[src/hpi_pkg.sv]
// shared constants and carrier types of the decoder host port
package hpi_pkg;
  // register addresses on the two address lines
  localparam logic [1:0] ADDR_MSG  = 2'h0;
  localparam logic [1:0] ADDR_CTRL = 2'h1;
  localparam logic [1:0] ADDR_PCM  = 2'h2;
  localparam logic [1:0] ADDR_CMP  = 2'h3;
  // control register field positions
  localparam int CTRL_CMP_RST = 6;
  localparam int CTRL_PCM_RST = 5;
  localparam int CTRL_CMP_AF  = 4;
  localparam int CTRL_PCM_AF  = 3;
  localparam int CTRL_IN_BSY  = 2;
  localparam int CTRL_OUT_RDY = 1;
  // reset values
  localparam logic       PORT_RST_RST = 1'h0;
  localparam logic       FLAG_RST     = 1'h0;
  localparam logic [7:0] BYTE_RST     = 8'h00;
  localparam logic [6:0] DEV_ADDR_RST = 7'h00;
  // serial framing and input buffer depth
  localparam int         BYTE_BITS    = 8;
  localparam logic [2:0] BIT_PENULT   = 3'h6;
  localparam int         FIFO_DEPTH   = 16;

  typedef enum logic [1:0] {
    HPI_SER_ADDR  = 2'b00,
    HPI_SER_WRITE = 2'b01,
    HPI_SER_READ  = 2'b10,
    HPI_SER_SKIP  = 2'b11
  } hpi_ser_e;

  typedef struct packed {
    logic       compressed;
    logic [7:0] data;
  } hpi_stream_s;

  typedef struct packed {
    logic       cs_n;
    logic       strobe_n;
    logic       rnw;
    logic [1:0] addr;
    logic [7:0] data;
    logic       sclk;
    logic       sdin;
  } hpi_pins_s;
endpackage

[src/hpi_fifo.sv]
// input stream buffer with valid and ready on both sides
`timescale 1ns/100ps
module hpi_fifo #(
  parameter int WIDTH = 9,
  parameter int DEPTH = 16
) (
  // clock and reset
  input  wire logic             clk,
  input  wire logic             rst,
  // fill side
  input  wire logic             in_valid,
  output logic                  in_ready,
  input  wire logic [WIDTH-1:0] in_data,
  // drain side
  output logic                  out_valid,
  input  wire logic             out_ready,
  output logic      [WIDTH-1:0] out_data
);
  localparam int AW = $clog2(DEPTH);

  logic [WIDTH-1:0] mem_q [DEPTH];
  logic [AW-1:0]    wr_q;
  logic [AW-1:0]    rd_q;
  logic [AW:0]      cnt_q;
  logic             push;
  logic             pop;

  assign in_ready  = (cnt_q != (AW+1)'(DEPTH));
  assign out_valid = (cnt_q != '0);
  assign out_data  = mem_q[rd_q];
  assign push      = in_valid & in_ready;
  assign pop       = out_valid & out_ready;

  // storage
  always_ff @(posedge clk) begin
    if (push) begin
      mem_q[wr_q] <= in_data;
    end
  end

  // pointers and fill level
  always_ff @(posedge clk) begin
    if (rst) begin
      wr_q  <= '0;
      rd_q  <= '0;
      cnt_q <= '0;
    end else begin
      if (push) begin
        wr_q <= (wr_q == AW'(DEPTH - 1)) ? '0 : wr_q + 1'b1;
      end
      if (pop) begin
        rd_q <= (rd_q == AW'(DEPTH - 1)) ? '0 : rd_q + 1'b1;
      end
      cnt_q <= cnt_q + (AW+1)'(push) - (AW+1)'(pop);
    end
  end
endmodule

[src/hpi_top.sv]
// decoder host port: strobe parallel mode and serial slave mode
// Function
// RULE1: host bytes written at address 10b go to the buffer as pcm data
// RULE2: host bytes written at address 11b go to the buffer as compressed
// RULE3: parallel cycle active only while chip select and strobe both low
// RULE4: outbound ready sets on dsp message write, clears on host read
// RULE5: drive data bus only in an active read cycle, release at once
// RULE6: host sets direction low then strobes, giving address and byte
// RULE7: written byte is captured when the first of the two strobes rises
// RULE8: inbound busy sets on host message write, clears on dsp consume
// RULE9: serial mode is always slave; serial clock is only an input
// RULE10: host keeps chip select low for the whole serial transaction
// RULE11: serial data is valid at each rising serial clock edge
// RULE12: request line pulled low while outbound data waits for the host
// RULE13: serial write opens with 7-bit address and direction bit zero
// RULE14: own address resets to zero; mismatched data is ignored
// RULE15: serial bytes arrive msb first, any count of whole bytes
// RULE16: received byte handed on at the eighth falling serial clock edge
// RULE17: serial read opens with address, direction high, until request ends
// RULE18: serial output bit changes on falling serial clock edges
// RULE19: no more data: request released after penultimate bit rising edge
// RULE20: more data: request stays low, next byte loads after last falling
// RULE21: a loaded byte shifts out on serial clock edges while selected
// RULE22: control bits 6..1 hold port resets, almost full, busy and ready
// RULE23: message location is two separate inbound and outbound registers
// RULE24: chip select high clears bit counter and address match state
`timescale 1ns/100ps
module hpi_top #(
  parameter int FIFO_DEPTH = hpi_pkg::FIFO_DEPTH
) (
  // clock and reset
  input  wire logic       clk,
  input  wire logic       rst,
  // mode strap, high selects serial mode
  input  wire logic       serial_mode,
  // parallel host pins
  input  wire logic       chip_sel_n,
  input  wire logic       strobe_n,
  input  wire logic       read_not_write,
  input  wire logic [1:0] addr,
  input  wire logic [7:0] data_in,
  output logic      [7:0] data_out,
  output logic            data_oe,
  // serial host pins
  input  wire logic       serial_clock_in,
  input  wire logic       serial_in,
  output logic            serial_out,
  input  wire logic       request_n_in,
  output logic            request_n_out,
  output logic            request_n_oe,
  // dsp message side
  input  wire logic       dsp_msg_wr,
  input  wire logic [7:0] dsp_msg_wdata,
  input  wire logic       dsp_msg_rd,
  output logic      [7:0] message_port_in,
  output logic            inbound_busy,
  output logic            outbound_ready,
  // dsp configuration side
  input  wire logic       dsp_addr_wr,
  input  wire logic [6:0] dsp_addr_value,
  input  wire logic       dsp_addr_check_off,
  input  wire logic       pcm_almost_full,
  input  wire logic       compressed_almost_full,
  output logic            pcm_port_reset,
  output logic            compressed_port_reset,
  // dsp input stream
  output logic            stream_valid,
  input  wire logic       stream_ready,
  output logic      [8:0] stream_data
);
  hpi_pkg::hpi_pins_s pin_raw;
  hpi_pkg::hpi_pins_s pin_m_q;
  hpi_pkg::hpi_pins_s pin_s_q;
  hpi_pkg::hpi_pins_s pin_p_q;
  logic [1:0]         mode_q;

  logic [7:0] msg_out_q;
  logic [7:0] msg_in_q;
  logic       in_bsy_q;
  logic       out_rdy_q;
  logic       pcm_rst_q;
  logic       cmp_rst_q;
  logic [6:0] dev_addr_q;
  logic       chk_off_q;

  logic       p_act;
  logic       p_act_prev;
  logic       p_wr_end;
  logic       p_rd_end;
  logic       host_wr;
  logic [1:0] host_wr_addr;
  logic [7:0] host_wr_data;
  logic       host_msg_rd;

  hpi_pkg::hpi_ser_e ser_q;
  logic [2:0] bit_cnt_q;
  logic       full_q;
  logic [7:0] rx_q;
  logic [7:0] tx_q;
  logic       sout_q;
  logic       hold_q;
  logic       s_sel;
  logic       s_rise;
  logic       s_fall;
  logic       s_byte;
  logic       s_load;
  logic       s_wr;
  logic       req_q;

  hpi_pkg::hpi_stream_s fifo_in;
  logic       fifo_in_valid;
  logic       fifo_in_ready;
  logic [7:0] rd_mux;
  logic [7:0] ctrl_rd;

  assign pin_raw = '{cs_n: chip_sel_n, strobe_n: strobe_n,
                     rnw: read_not_write, addr: addr, data: data_in,
                     sclk: serial_clock_in, sdin: serial_in};

  // two-stage pin synchronisers and an edge history stage
  always_ff @(posedge clk) begin
    if (rst) begin
      pin_m_q <= '{cs_n: 1'b1, strobe_n: 1'b1, default: '0};
      pin_s_q <= '{cs_n: 1'b1, strobe_n: 1'b1, default: '0};
      pin_p_q <= '{cs_n: 1'b1, strobe_n: 1'b1, default: '0};
      mode_q  <= 2'h0;
    end else begin
      pin_m_q <= pin_raw;
      pin_s_q <= pin_m_q;
      pin_p_q <= pin_s_q;
      mode_q  <= {mode_q[0], serial_mode};
    end
  end

  // parallel cycle detection
  assign p_act      = ~mode_q[1] & ~pin_s_q.cs_n & ~pin_s_q.strobe_n; // [RULE3]
  assign p_act_prev = ~mode_q[1] & ~pin_p_q.cs_n & ~pin_p_q.strobe_n;
  assign p_wr_end   = p_act_prev & ~p_act & ~pin_p_q.rnw; // [RULE7]
  assign p_rd_end   = p_act_prev & ~p_act & pin_p_q.rnw;

  // serial edge detection
  assign s_sel  = mode_q[1] & ~pin_s_q.cs_n;
  assign s_rise = s_sel & pin_s_q.sclk & ~pin_p_q.sclk; // [RULE9] [RULE11]
  assign s_fall = s_sel & ~pin_s_q.sclk & pin_p_q.sclk;
  assign s_byte = s_fall & full_q; // [RULE16]
  assign s_wr   = s_byte & (ser_q == hpi_pkg::HPI_SER_WRITE);
  assign s_load = s_byte & out_rdy_q &
                  ((ser_q == hpi_pkg::HPI_SER_READ) |
                   ((ser_q == hpi_pkg::HPI_SER_ADDR) & rx_q[0] &
                    ((rx_q[7:1] == dev_addr_q) | chk_off_q)));

  // one write source: parallel address or serial message stream
  assign host_wr      = p_wr_end | s_wr;
  assign host_wr_addr = p_wr_end ? pin_p_q.addr : hpi_pkg::ADDR_MSG;
  assign host_wr_data = p_wr_end ? pin_p_q.data : rx_q;
  assign host_msg_rd  = (p_rd_end & (pin_p_q.addr == hpi_pkg::ADDR_MSG)) |
                        s_load;

  // device address configuration
  always_ff @(posedge clk) begin
    if (rst) begin
      dev_addr_q <= hpi_pkg::DEV_ADDR_RST; // [RULE14]
      chk_off_q  <= hpi_pkg::FLAG_RST;
    end else if (dsp_addr_wr) begin
      dev_addr_q <= dsp_addr_value;
      chk_off_q  <= dsp_addr_check_off;
    end
  end

  // message registers in each direction
  always_ff @(posedge clk) begin
    if (rst) begin
      msg_in_q  <= hpi_pkg::BYTE_RST;
      msg_out_q <= hpi_pkg::BYTE_RST;
    end else begin
      if (host_wr & (host_wr_addr == hpi_pkg::ADDR_MSG)) begin
        msg_in_q <= host_wr_data; // [RULE23]
      end
      if (dsp_msg_wr) begin
        msg_out_q <= dsp_msg_wdata; // [RULE23]
      end
    end
  end

  // handshake flags, set wins over clear
  always_ff @(posedge clk) begin
    if (rst) begin
      in_bsy_q  <= hpi_pkg::FLAG_RST;
      out_rdy_q <= hpi_pkg::FLAG_RST;
    end else begin
      if (host_wr & (host_wr_addr == hpi_pkg::ADDR_MSG)) begin
        in_bsy_q <= 1'b1; // [RULE8]
      end else if (dsp_msg_rd) begin
        in_bsy_q <= 1'b0; // [RULE8]
      end
      if (dsp_msg_wr) begin
        out_rdy_q <= 1'b1; // [RULE4]
      end else if (host_msg_rd) begin
        out_rdy_q <= 1'b0; // [RULE4]
      end
    end
  end

  // control register writes
  always_ff @(posedge clk) begin
    if (rst) begin
      pcm_rst_q <= hpi_pkg::PORT_RST_RST;
      cmp_rst_q <= hpi_pkg::PORT_RST_RST;
    end else if (p_wr_end & (pin_p_q.addr == hpi_pkg::ADDR_CTRL)) begin
      cmp_rst_q <= pin_p_q.data[hpi_pkg::CTRL_CMP_RST]; // [RULE22]
      pcm_rst_q <= pin_p_q.data[hpi_pkg::CTRL_PCM_RST]; // [RULE22]
    end
  end

  // control read image, reserved bits read zero
  always_comb begin
    ctrl_rd = 8'h00;
    ctrl_rd[hpi_pkg::CTRL_CMP_RST] = cmp_rst_q; // [RULE22]
    ctrl_rd[hpi_pkg::CTRL_PCM_RST] = pcm_rst_q;
    ctrl_rd[hpi_pkg::CTRL_CMP_AF]  = compressed_almost_full | ~fifo_in_ready;
    ctrl_rd[hpi_pkg::CTRL_PCM_AF]  = pcm_almost_full | ~fifo_in_ready;
    ctrl_rd[hpi_pkg::CTRL_IN_BSY]  = in_bsy_q;
    ctrl_rd[hpi_pkg::CTRL_OUT_RDY] = out_rdy_q;
  end

  // read mux, data ports are write only and read zero
  always_comb begin
    case (pin_s_q.addr)
      hpi_pkg::ADDR_MSG:  rd_mux = msg_out_q;
      hpi_pkg::ADDR_CTRL: rd_mux = ctrl_rd;
      default:            rd_mux = 8'h00;
    endcase
  end

  // parallel data bus drive
  always_ff @(posedge clk) begin
    if (rst) begin
      data_oe  <= 1'b0;
      data_out <= hpi_pkg::BYTE_RST;
    end else begin
      data_oe  <= p_act & pin_s_q.rnw; // [RULE5]
      data_out <= rd_mux;
    end
  end

  // serial receive: framing, address match and bit counter
  always_ff @(posedge clk) begin
    if (rst || !s_sel) begin
      ser_q     <= hpi_pkg::HPI_SER_ADDR; // [RULE24]
      bit_cnt_q <= 3'h0;
      full_q    <= 1'b0;
      rx_q      <= hpi_pkg::BYTE_RST;
    end else begin
      if (s_rise) begin
        rx_q      <= {rx_q[6:0], pin_s_q.sdin}; // [RULE15]
        bit_cnt_q <= bit_cnt_q + 3'h1;
        full_q    <= (bit_cnt_q == 3'(hpi_pkg::BYTE_BITS - 1));
      end else if (s_byte) begin
        full_q <= 1'b0;
        case (ser_q)
          hpi_pkg::HPI_SER_ADDR: begin
            if ((rx_q[7:1] == dev_addr_q) | chk_off_q) begin // [RULE14]
              ser_q <= rx_q[0] ? hpi_pkg::HPI_SER_READ
                               : hpi_pkg::HPI_SER_WRITE; // [RULE13] [RULE17]
            end else begin
              ser_q <= hpi_pkg::HPI_SER_SKIP;
            end
          end
          default: ser_q <= ser_q;
        endcase
      end
    end
  end

  // serial transmit shifter
  always_ff @(posedge clk) begin
    if (rst) begin
      tx_q   <= hpi_pkg::BYTE_RST;
      sout_q <= 1'b0;
    end else if (s_load) begin
      sout_q <= msg_out_q[7]; // [RULE20]
      tx_q   <= {msg_out_q[6:0], 1'b0};
    end else if (s_fall) begin
      sout_q <= tx_q[7]; // [RULE18] [RULE21]
      tx_q   <= {tx_q[6:0], 1'b0};
    end
  end

  // request hold while a byte is in flight
  always_ff @(posedge clk) begin
    if (rst || !s_sel) begin
      hold_q <= 1'b0;
    end else if (s_load) begin
      hold_q <= 1'b1;
    end else if (s_rise & (bit_cnt_q == hpi_pkg::BIT_PENULT)) begin
      hold_q <= 1'b0; // [RULE19]
    end
  end

  // open-drain request output
  always_ff @(posedge clk) begin
    if (rst) begin
      req_q <= 1'b0;
    end else begin
      req_q <= out_rdy_q | hold_q; // [RULE12] [RULE19] [RULE20]
    end
  end

  // input stream from data ports
  assign fifo_in_valid = p_wr_end &
    (((pin_p_q.addr == hpi_pkg::ADDR_PCM) & ~pcm_rst_q) | // [RULE1]
     ((pin_p_q.addr == hpi_pkg::ADDR_CMP) & ~cmp_rst_q)); // [RULE2]
  assign fifo_in = '{compressed: pin_p_q.addr[0], data: pin_p_q.data};

  hpi_fifo #(
    .WIDTH ($bits(hpi_pkg::hpi_stream_s)),
    .DEPTH (FIFO_DEPTH)
  ) u_fifo (
    .clk       (clk),
    .rst       (rst),
    .in_valid  (fifo_in_valid),
    .in_ready  (fifo_in_ready),
    .in_data   (fifo_in),
    .out_valid (stream_valid),
    .out_ready (stream_ready),
    .out_data  (stream_data)
  );

  assign serial_out            = sout_q;
  assign request_n_out         = 1'b0;
  assign request_n_oe          = req_q;
  assign message_port_in       = msg_in_q;
  assign inbound_busy          = in_bsy_q;
  assign outbound_ready        = out_rdy_q;
  assign pcm_port_reset        = pcm_rst_q;
  assign compressed_port_reset = cmp_rst_q;
endmodule

[config.mk]
export PLATFORM = sky130hd
export DESIGN_NAME = hpi_top
export DESIGN_NICKNAME = d
export VERILOG_FILES = /design/src/hpi_pkg.sv /design/src/hpi_fifo.sv /design/src/hpi_top.sv
export SDC_FILE = /design/constraint.sdc
export NUM_CORES = 1
export LEC_CHECK = 0
export BUFFER_PORTS_ARGS = -buffer_cell sky130_fd_sc_hd__buf_2
export CORE_UTILIZATION = 60
export DETAILED_ROUTE_END_ITERATION = 10
export GPL_TIMING_DRIVEN = 0
export PLACE_DENSITY_LB_ADDON = 0.08
export SYNTH_ARGS = -nofsm -noshare
export SYNTH_HDL_FRONTEND = slang
export SYNTH_SLANG_ARGS = --single-unit
export TNS_END_PERCENT = 10
[constraint.sdc]
create_clock -name clk -period 5.9 [get_ports clk]
set_clock_uncertainty 0.05 [all_clocks]
set_input_delay 0.885 -clock clk [delete_from_list [all_inputs] [get_ports clk]]
set_output_delay 0.885 -clock clk [all_outputs]
set_load 0.01 [all_outputs]
Yosys cells after proc, flatten, opt, wreduce, memory -nomap -nowiden:

Memory sizes are Yosys's and may differ from the RTL's. A register that Yosys moved wholly into a read port is not among the register bits.
Index checks and enable logic that the tools add are counted.

* equality and inequality tests: 12
* muxes and demuxes: 23
* add/subtract/negate cells: 5
* bitwise operators: 49
* reduce and logical (&&, ||, !) cells: 13

Operators with widths (number)
* 1-bit AND: 28
* 8-bit 2-to-1 mux: 3
* 4-bit 2-to-1 mux: 4
* 8-bit case mux with 2 select lines: 1
* 1-bit inverter: 13
* 1-bit 2-to-1 mux: 12
* 2-bit nonzero test: 5
* 4-bit by 1-bit adder with 4-bit output (second input constant): 2
* 4-bit == test (second input constant): 2
* 2-bit zero test: 4
* 1-bit OR: 8
* 7-bit == test: 1
* 2-bit by 1-bit == test with 1-bit output (second input constant): 3
* 2-bit == test (second input constant): 3
* 3-bit == test (second input constant): 2
* 2-bit 2-to-1 mux: 3
* 5-bit by 1-bit adder with 5-bit output: 1
* 5-bit != test (second input constant): 1
* 5-bit nonzero test: 1
* 5-bit by 1-bit subtractor with 5-bit output: 1
* 3-bit by 1-bit adder with 3-bit output (second input constant): 1
* 3-bit AND reduction: 1
* 1-bit zero test: 1
* 1-bit logical OR: 1

* output and inout port bits: 34
* bits of input ports: 41
* bits in registers: 120
* memory bits (writable): 144
* word-level logic and storage cells: 145
* memories kept: 1

Memory list
* u_fifo.mem_q: depth 16, width 9, rd ports 1, clocked after memory_dff 1, write ports 1, line hpi_fifo.sv:21 `logic [WIDTH-1:0] mem_q [DEPTH];`

Longest topological paths before layout:

* word-level depth: 10
* gate-level depth with buffers: 14
* mapped depth without buffers: 13

Cells and area by module:

From an unflattened synthesis, not the netlist that was laid out.

* cells, all modules: 729
* area total of the unflattened synthesis: 10496.3 µm²

Modules (own cells, without submodules)
* hpi_fifo: times used 1, area an instance 6432.4 µm², cells each 329
* hpi_top: times used 1, area an instance 4063.9 µm², cells each 400

Worst setup path before layout:

No wires, ideal clock.

* path kind: register to register
* from: reg u_fifo.cnt_q[3]
* to: reg u_fifo.cnt_q[4]
* slack: 2.774 ns
* cell stages (with the launch flop): 15
* arrival time: 3.006 ns
* required time: 5.780 ns
* period minus slack after synthesis: 3.126 ns
* buffers on the path: 1
* path through: dfxtp_1 -> inv_1 -> ha_1 -> or4b_2 -> clkbuf_1 -> nand2_1 -> inv_1 -> ha_1 -> inv_1 -> ha_1 -> fa_1 -> a21oi_1 -> nor2_1 -> or3_1 -> a21oi_1

* elaborated cells on any way between the ends: 6

RTL lines
* start, declared: line hpi_fifo.sv:24 `logic [AW:0] cnt_q;`
* start signal, assigned: line hpi_fifo.sv:54 `cnt_q <= cnt_q + (AW+1)'(push) - (AW+1)'(pop);`
* 5-bit nonzero test: line hpi_fifo.sv:29 `assign out_valid = (cnt_q != '0);`
* named net stream_valid: line hpi_top.sv:67 `output logic stream_valid,`
* 1-bit AND: line hpi_fifo.sv:32 `assign pop = out_valid & out_ready;`
* 5-bit by 1-bit subtractor with 5-bit output: line hpi_fifo.sv:54

The timed path passes the listed nets, and every way through them passes these cells.
A chain may end at the register's enable or synchronous reset.

==> metrics.yaml <==
outcome: "completed"
swShare_pct: 23.9
r2r_cells: 14
rsz0062_at_grt: "false"
cts_root_buffer: "clkbuf_16"
worst-path-max-fanout: 10
setup_viol: 0
nFillCells: 1165
worstPathArrival_ns: 3.08
ys_seq_area_share_pct: 65.6
ff2ff_setup_slack_ns: 2.49
design.die.area_mm2: 0.0178
io_pins: 75
power_frac_comb_pct: 13.4
final_max_slew_viol_count: 0
hold_start: "pin_m_q[13]$_SDFF_PP1_"
drtAntennaViolNets: 0
start_util_pct: 62.1
cp-end-kind: "output pin"
power_density_mw_per_mm2: 350
cp_data_required_time_ns: 4.97
ys_ff_latch: 268
grt_usage_pct: 26.3
min_delay_worst_endpoint: "pin_s_q[13]$_SDFF_PP1_"
min_period_over_period_pct: 68.0
clkPwrFrac_pct: 37.3
fp.dieW_um: 133
fin_crit_ns: 4.01
overflow: 0
p_leak_nw: 4.10
cts_tree: "done"
drc_errors: 0
num_rows: 47
dieHeight_um: 133
place_congestion: 0.803
vias: 6242
areaGrowthSynthToFinish_pct: 14.0
port_buffers: 69
ctsHoldBuffers: 0
p_switching_mw: 0.989
holdWs_ns: 0.360
seq_power_share_pct: 49.3
worstHoldPathCells: 1
cts_setup_buffers: 0
ctsLongestPathBuffers: 3
wirelength_um: 22200
grt_pass1_wl_um: 35000
worst_pin_slew_ns: 0.911
grt_start_max_net_pins: 23
hpwlAfterDp_um: 14900
drt_iter0_drc: 447
antenna_found_initial: 0
synthTopCellsByArea: "edfxtp_1 42%, dfxtp_1 24%, mux4_2 9.8%"
clk_pin_slew_worst_paths_ns: 0.06
yosysUniqueCellTypes: 59
wl_per_cell_um: 21.0
fmax_ghz: 0.249
worstSetupPathType: "reg -> out"
layout-drive-gt1-share_pct: 22.2
h-tree-depth: 1
post_cts_resized: 0
async_flop_share_pct: 0
synth_edf_count: 144
syn_inst: 718
yosys_warnings: 0
crit_path_start_kind: "flip-flop"
grt_pass1_vias: 6420
drt_pass1_iterations: 5
clock-sinks: 268
cts_inserted_buffers: 26
reg2reg_from: "u_fifo.cnt_q[2]$_SDFF_PP0_"
syn_area_mm2: 0.0104
reg2reg_to: "u_fifo.cnt_q[4]$_SDFF_PP0_"
maxCapViolCount: 0
insertion_delay_ns: 0.52
vias_per_cell: 5.91
synth.avg_cell_area_um2: 14.4
hold_path.class: "reg -> reg"
synth-main-ff-cell: "edfxtp_1"
vdd_ir_drop_max_mv: 0.263
core_area_mm2: 0.0167
maxSlewHeadroom_pct: 38.8
netlist.area_leader.share_pct: 41.7
multiInputGateArea_mm2: 0.00334
final_nets: 873
hold_viol: 0
num_antenna_cells: 0
fin_setup_tns_ns: 0
yosys.area.top_type: "edfxtp_1"
seq_area_mm2: 0.00681
synth_nets: 774
p_int_mw: 3.15
-- power groups by stage --
stage	logic, mW	clock network, mW	registers (mW)
global route	0.609	1.64	2.04
floorplan	0.403	0	2.07
detailed placement	0.557	0	2.08
CTS	0.566	1.57	2.04
finish	0.556	1.55	2.04
global placement	0.530	0	2.08
-- cells in the final DEF (no fill, tap or decap), drive strengths merged, types with 3 or more instances in the layout --
cell / n
inv: 15
a311oi: 11
nor2b: 42
or2: 9
or3: 4
a2bb2oi: 7
mux2i: 21
a2111oi: 7
mux4: 45
xnor2: 9
and4: 18
clkbuf: 60
nand3: 7
ha: 14
nand2: 46
clkinv: 10
nor4b: 7
edfxtp: 144
nand3b: 3
nor2: 44
o21ai: 15
clkinvlp: 6
nor4: 4
a21oi: 25
buf: 84
a211oi: 4
nor3: 15
dfxtp: 124
-- registers in the layout (all words and copies together) (netlist names), 2 cells and up, named ones only --
| name | count |
|---|---|
| tx_q | 7 |
| u_fifo.wr_q | 4 |
| u_fifo.rd_q | 4 |
| fifo_in | 9 |
| pin_s_q | 15 |
| message_port_in | 8 |
| dev_addr_q | 7 |
| bit_cnt_q | 3 |
| mode_q | 2 |
| u_fifo.mem_q | 144 |
| data_out | 8 |
| u_fifo.cnt_q | 5 |
| rx_q | 8 |
| msg_out_q | 8 |
| pin_m_q | 15 |
| ser_q | 2 |
| pin_p_q | 5 |
-- metrics by stage --
step / instances / utilization [%] / setup slack [ns] / power (mW) / instance area [µm²]
3_3_place_gp: 1007 / 65.8 / 2.17 / 2.61 / 11000
2_1_floorplan: 718 / - / 2.77 / 2.47 / 10400
6_report: 1057 / 70.8 / 1.89 / 4.14 / 11800
4_1_cts: 1057 / 70.8 / 1.84 / 4.18 / 11800
3_5_place_dp: 1009 / 66.0 / 2.46 / 2.64 / 11000
5_1_grt: 1057 / 70.8 / 1.77 / 4.30 / 11800
-- worst max path at each step --
stage	endpoint	from	depth (start not counted)	slack, ns
2_1_floorplan	u_fifo.cnt_q[4]$_SDFF_PP0_	u_fifo.cnt_q[3]$_SDFF_PP0_	14	2.77
3_3_place_gp	u_fifo.mem_q[7][3]$_DFFE_PP_	mode_q[1]$_SDFF_PP0_	5	2.17
3_5_place_dp	stream_data[8]	flip-flop	5	2.46
4_1_cts	stream_data[8]	flip-flop	5	1.84
5_1_grt	stream_data[1]	flip-flop	5	1.77
6_report	stream_data[8]	flip-flop	5	1.89
-- cell usage after synthesis, types with 3 or more instances --
master / instances
edfxtp_1: 144
nor2_1: 43
a21oi_1: 25
and4_1: 18
o21ai_0: 15
nor2b_1: 42
nand3b_1: 3
a2bb2oi_1: 7
mux2i_1: 21
dfxtp_1: 124
a311oi_1: 10
buf_1: 3
buf_4: 3
or3_1: 4
ha_1: 14
or2_2: 8
nor4b_1: 7
xnor2_1: 9
nand2_1: 46
buf_2: 6
mux4_2: 45
clkbuf_1: 29
nand3_1: 7
inv_1: 15
a211oi_1: 4
a2111oi_0: 7
nor4_1: 3
nor3_1: 15
-- critical path, stage by stage (launching register included) --
cell,delay [ns]
dfxtp_1,0.31
clkbuf_1,0.56
clkbuf_1,0.57
mux4_2,0.45
mux4_2,0.50
buf_2,0.16
-- cells by family (layout without fill, tap and decap cells) --
kind of cell             Yosys count  count (layout)  share of synthesized area [%]
buffers and inverters             57             176                           2.32
AO/OA/AOI/OAI                     81              81                           5.36
XOR/XNOR                          11              11                          0.929
adder cells (fa/ha/maj)           15              15                           1.88
flip-flops                       268             268                           65.6
multiplexers                      66              66                           11.8
other                              1               1                         0.0362
AND/OR/NAND/NOR                  219             219                           12.0
-- area by class of cell --
class,instances,share of cell area [%]
timing repair buffer,71,3.05
sequential,268,57.6
clock buffer,31,5.84
buffer,42,1.56
multi-input combinational,393,28.2
inverter,15,0.476
clock inverter,17,0.942
tap,220,2.33
-- metal layers --
| layer | vias to the layer above | track usage [%] | routed length, µm |
|---|---|---|---|
| li1 | 2915 | - | - |
| met1 | 3075 | 34.2 | 9140 |
| met2 | 210 | 45.2 | 11200 |
| met3 | 42 | 3.58 | 1310 |
| met4 | 0 | 9.60 | 639 |
| met5 | - | 0 | 0 |
(Power assumes the default switching activity.)
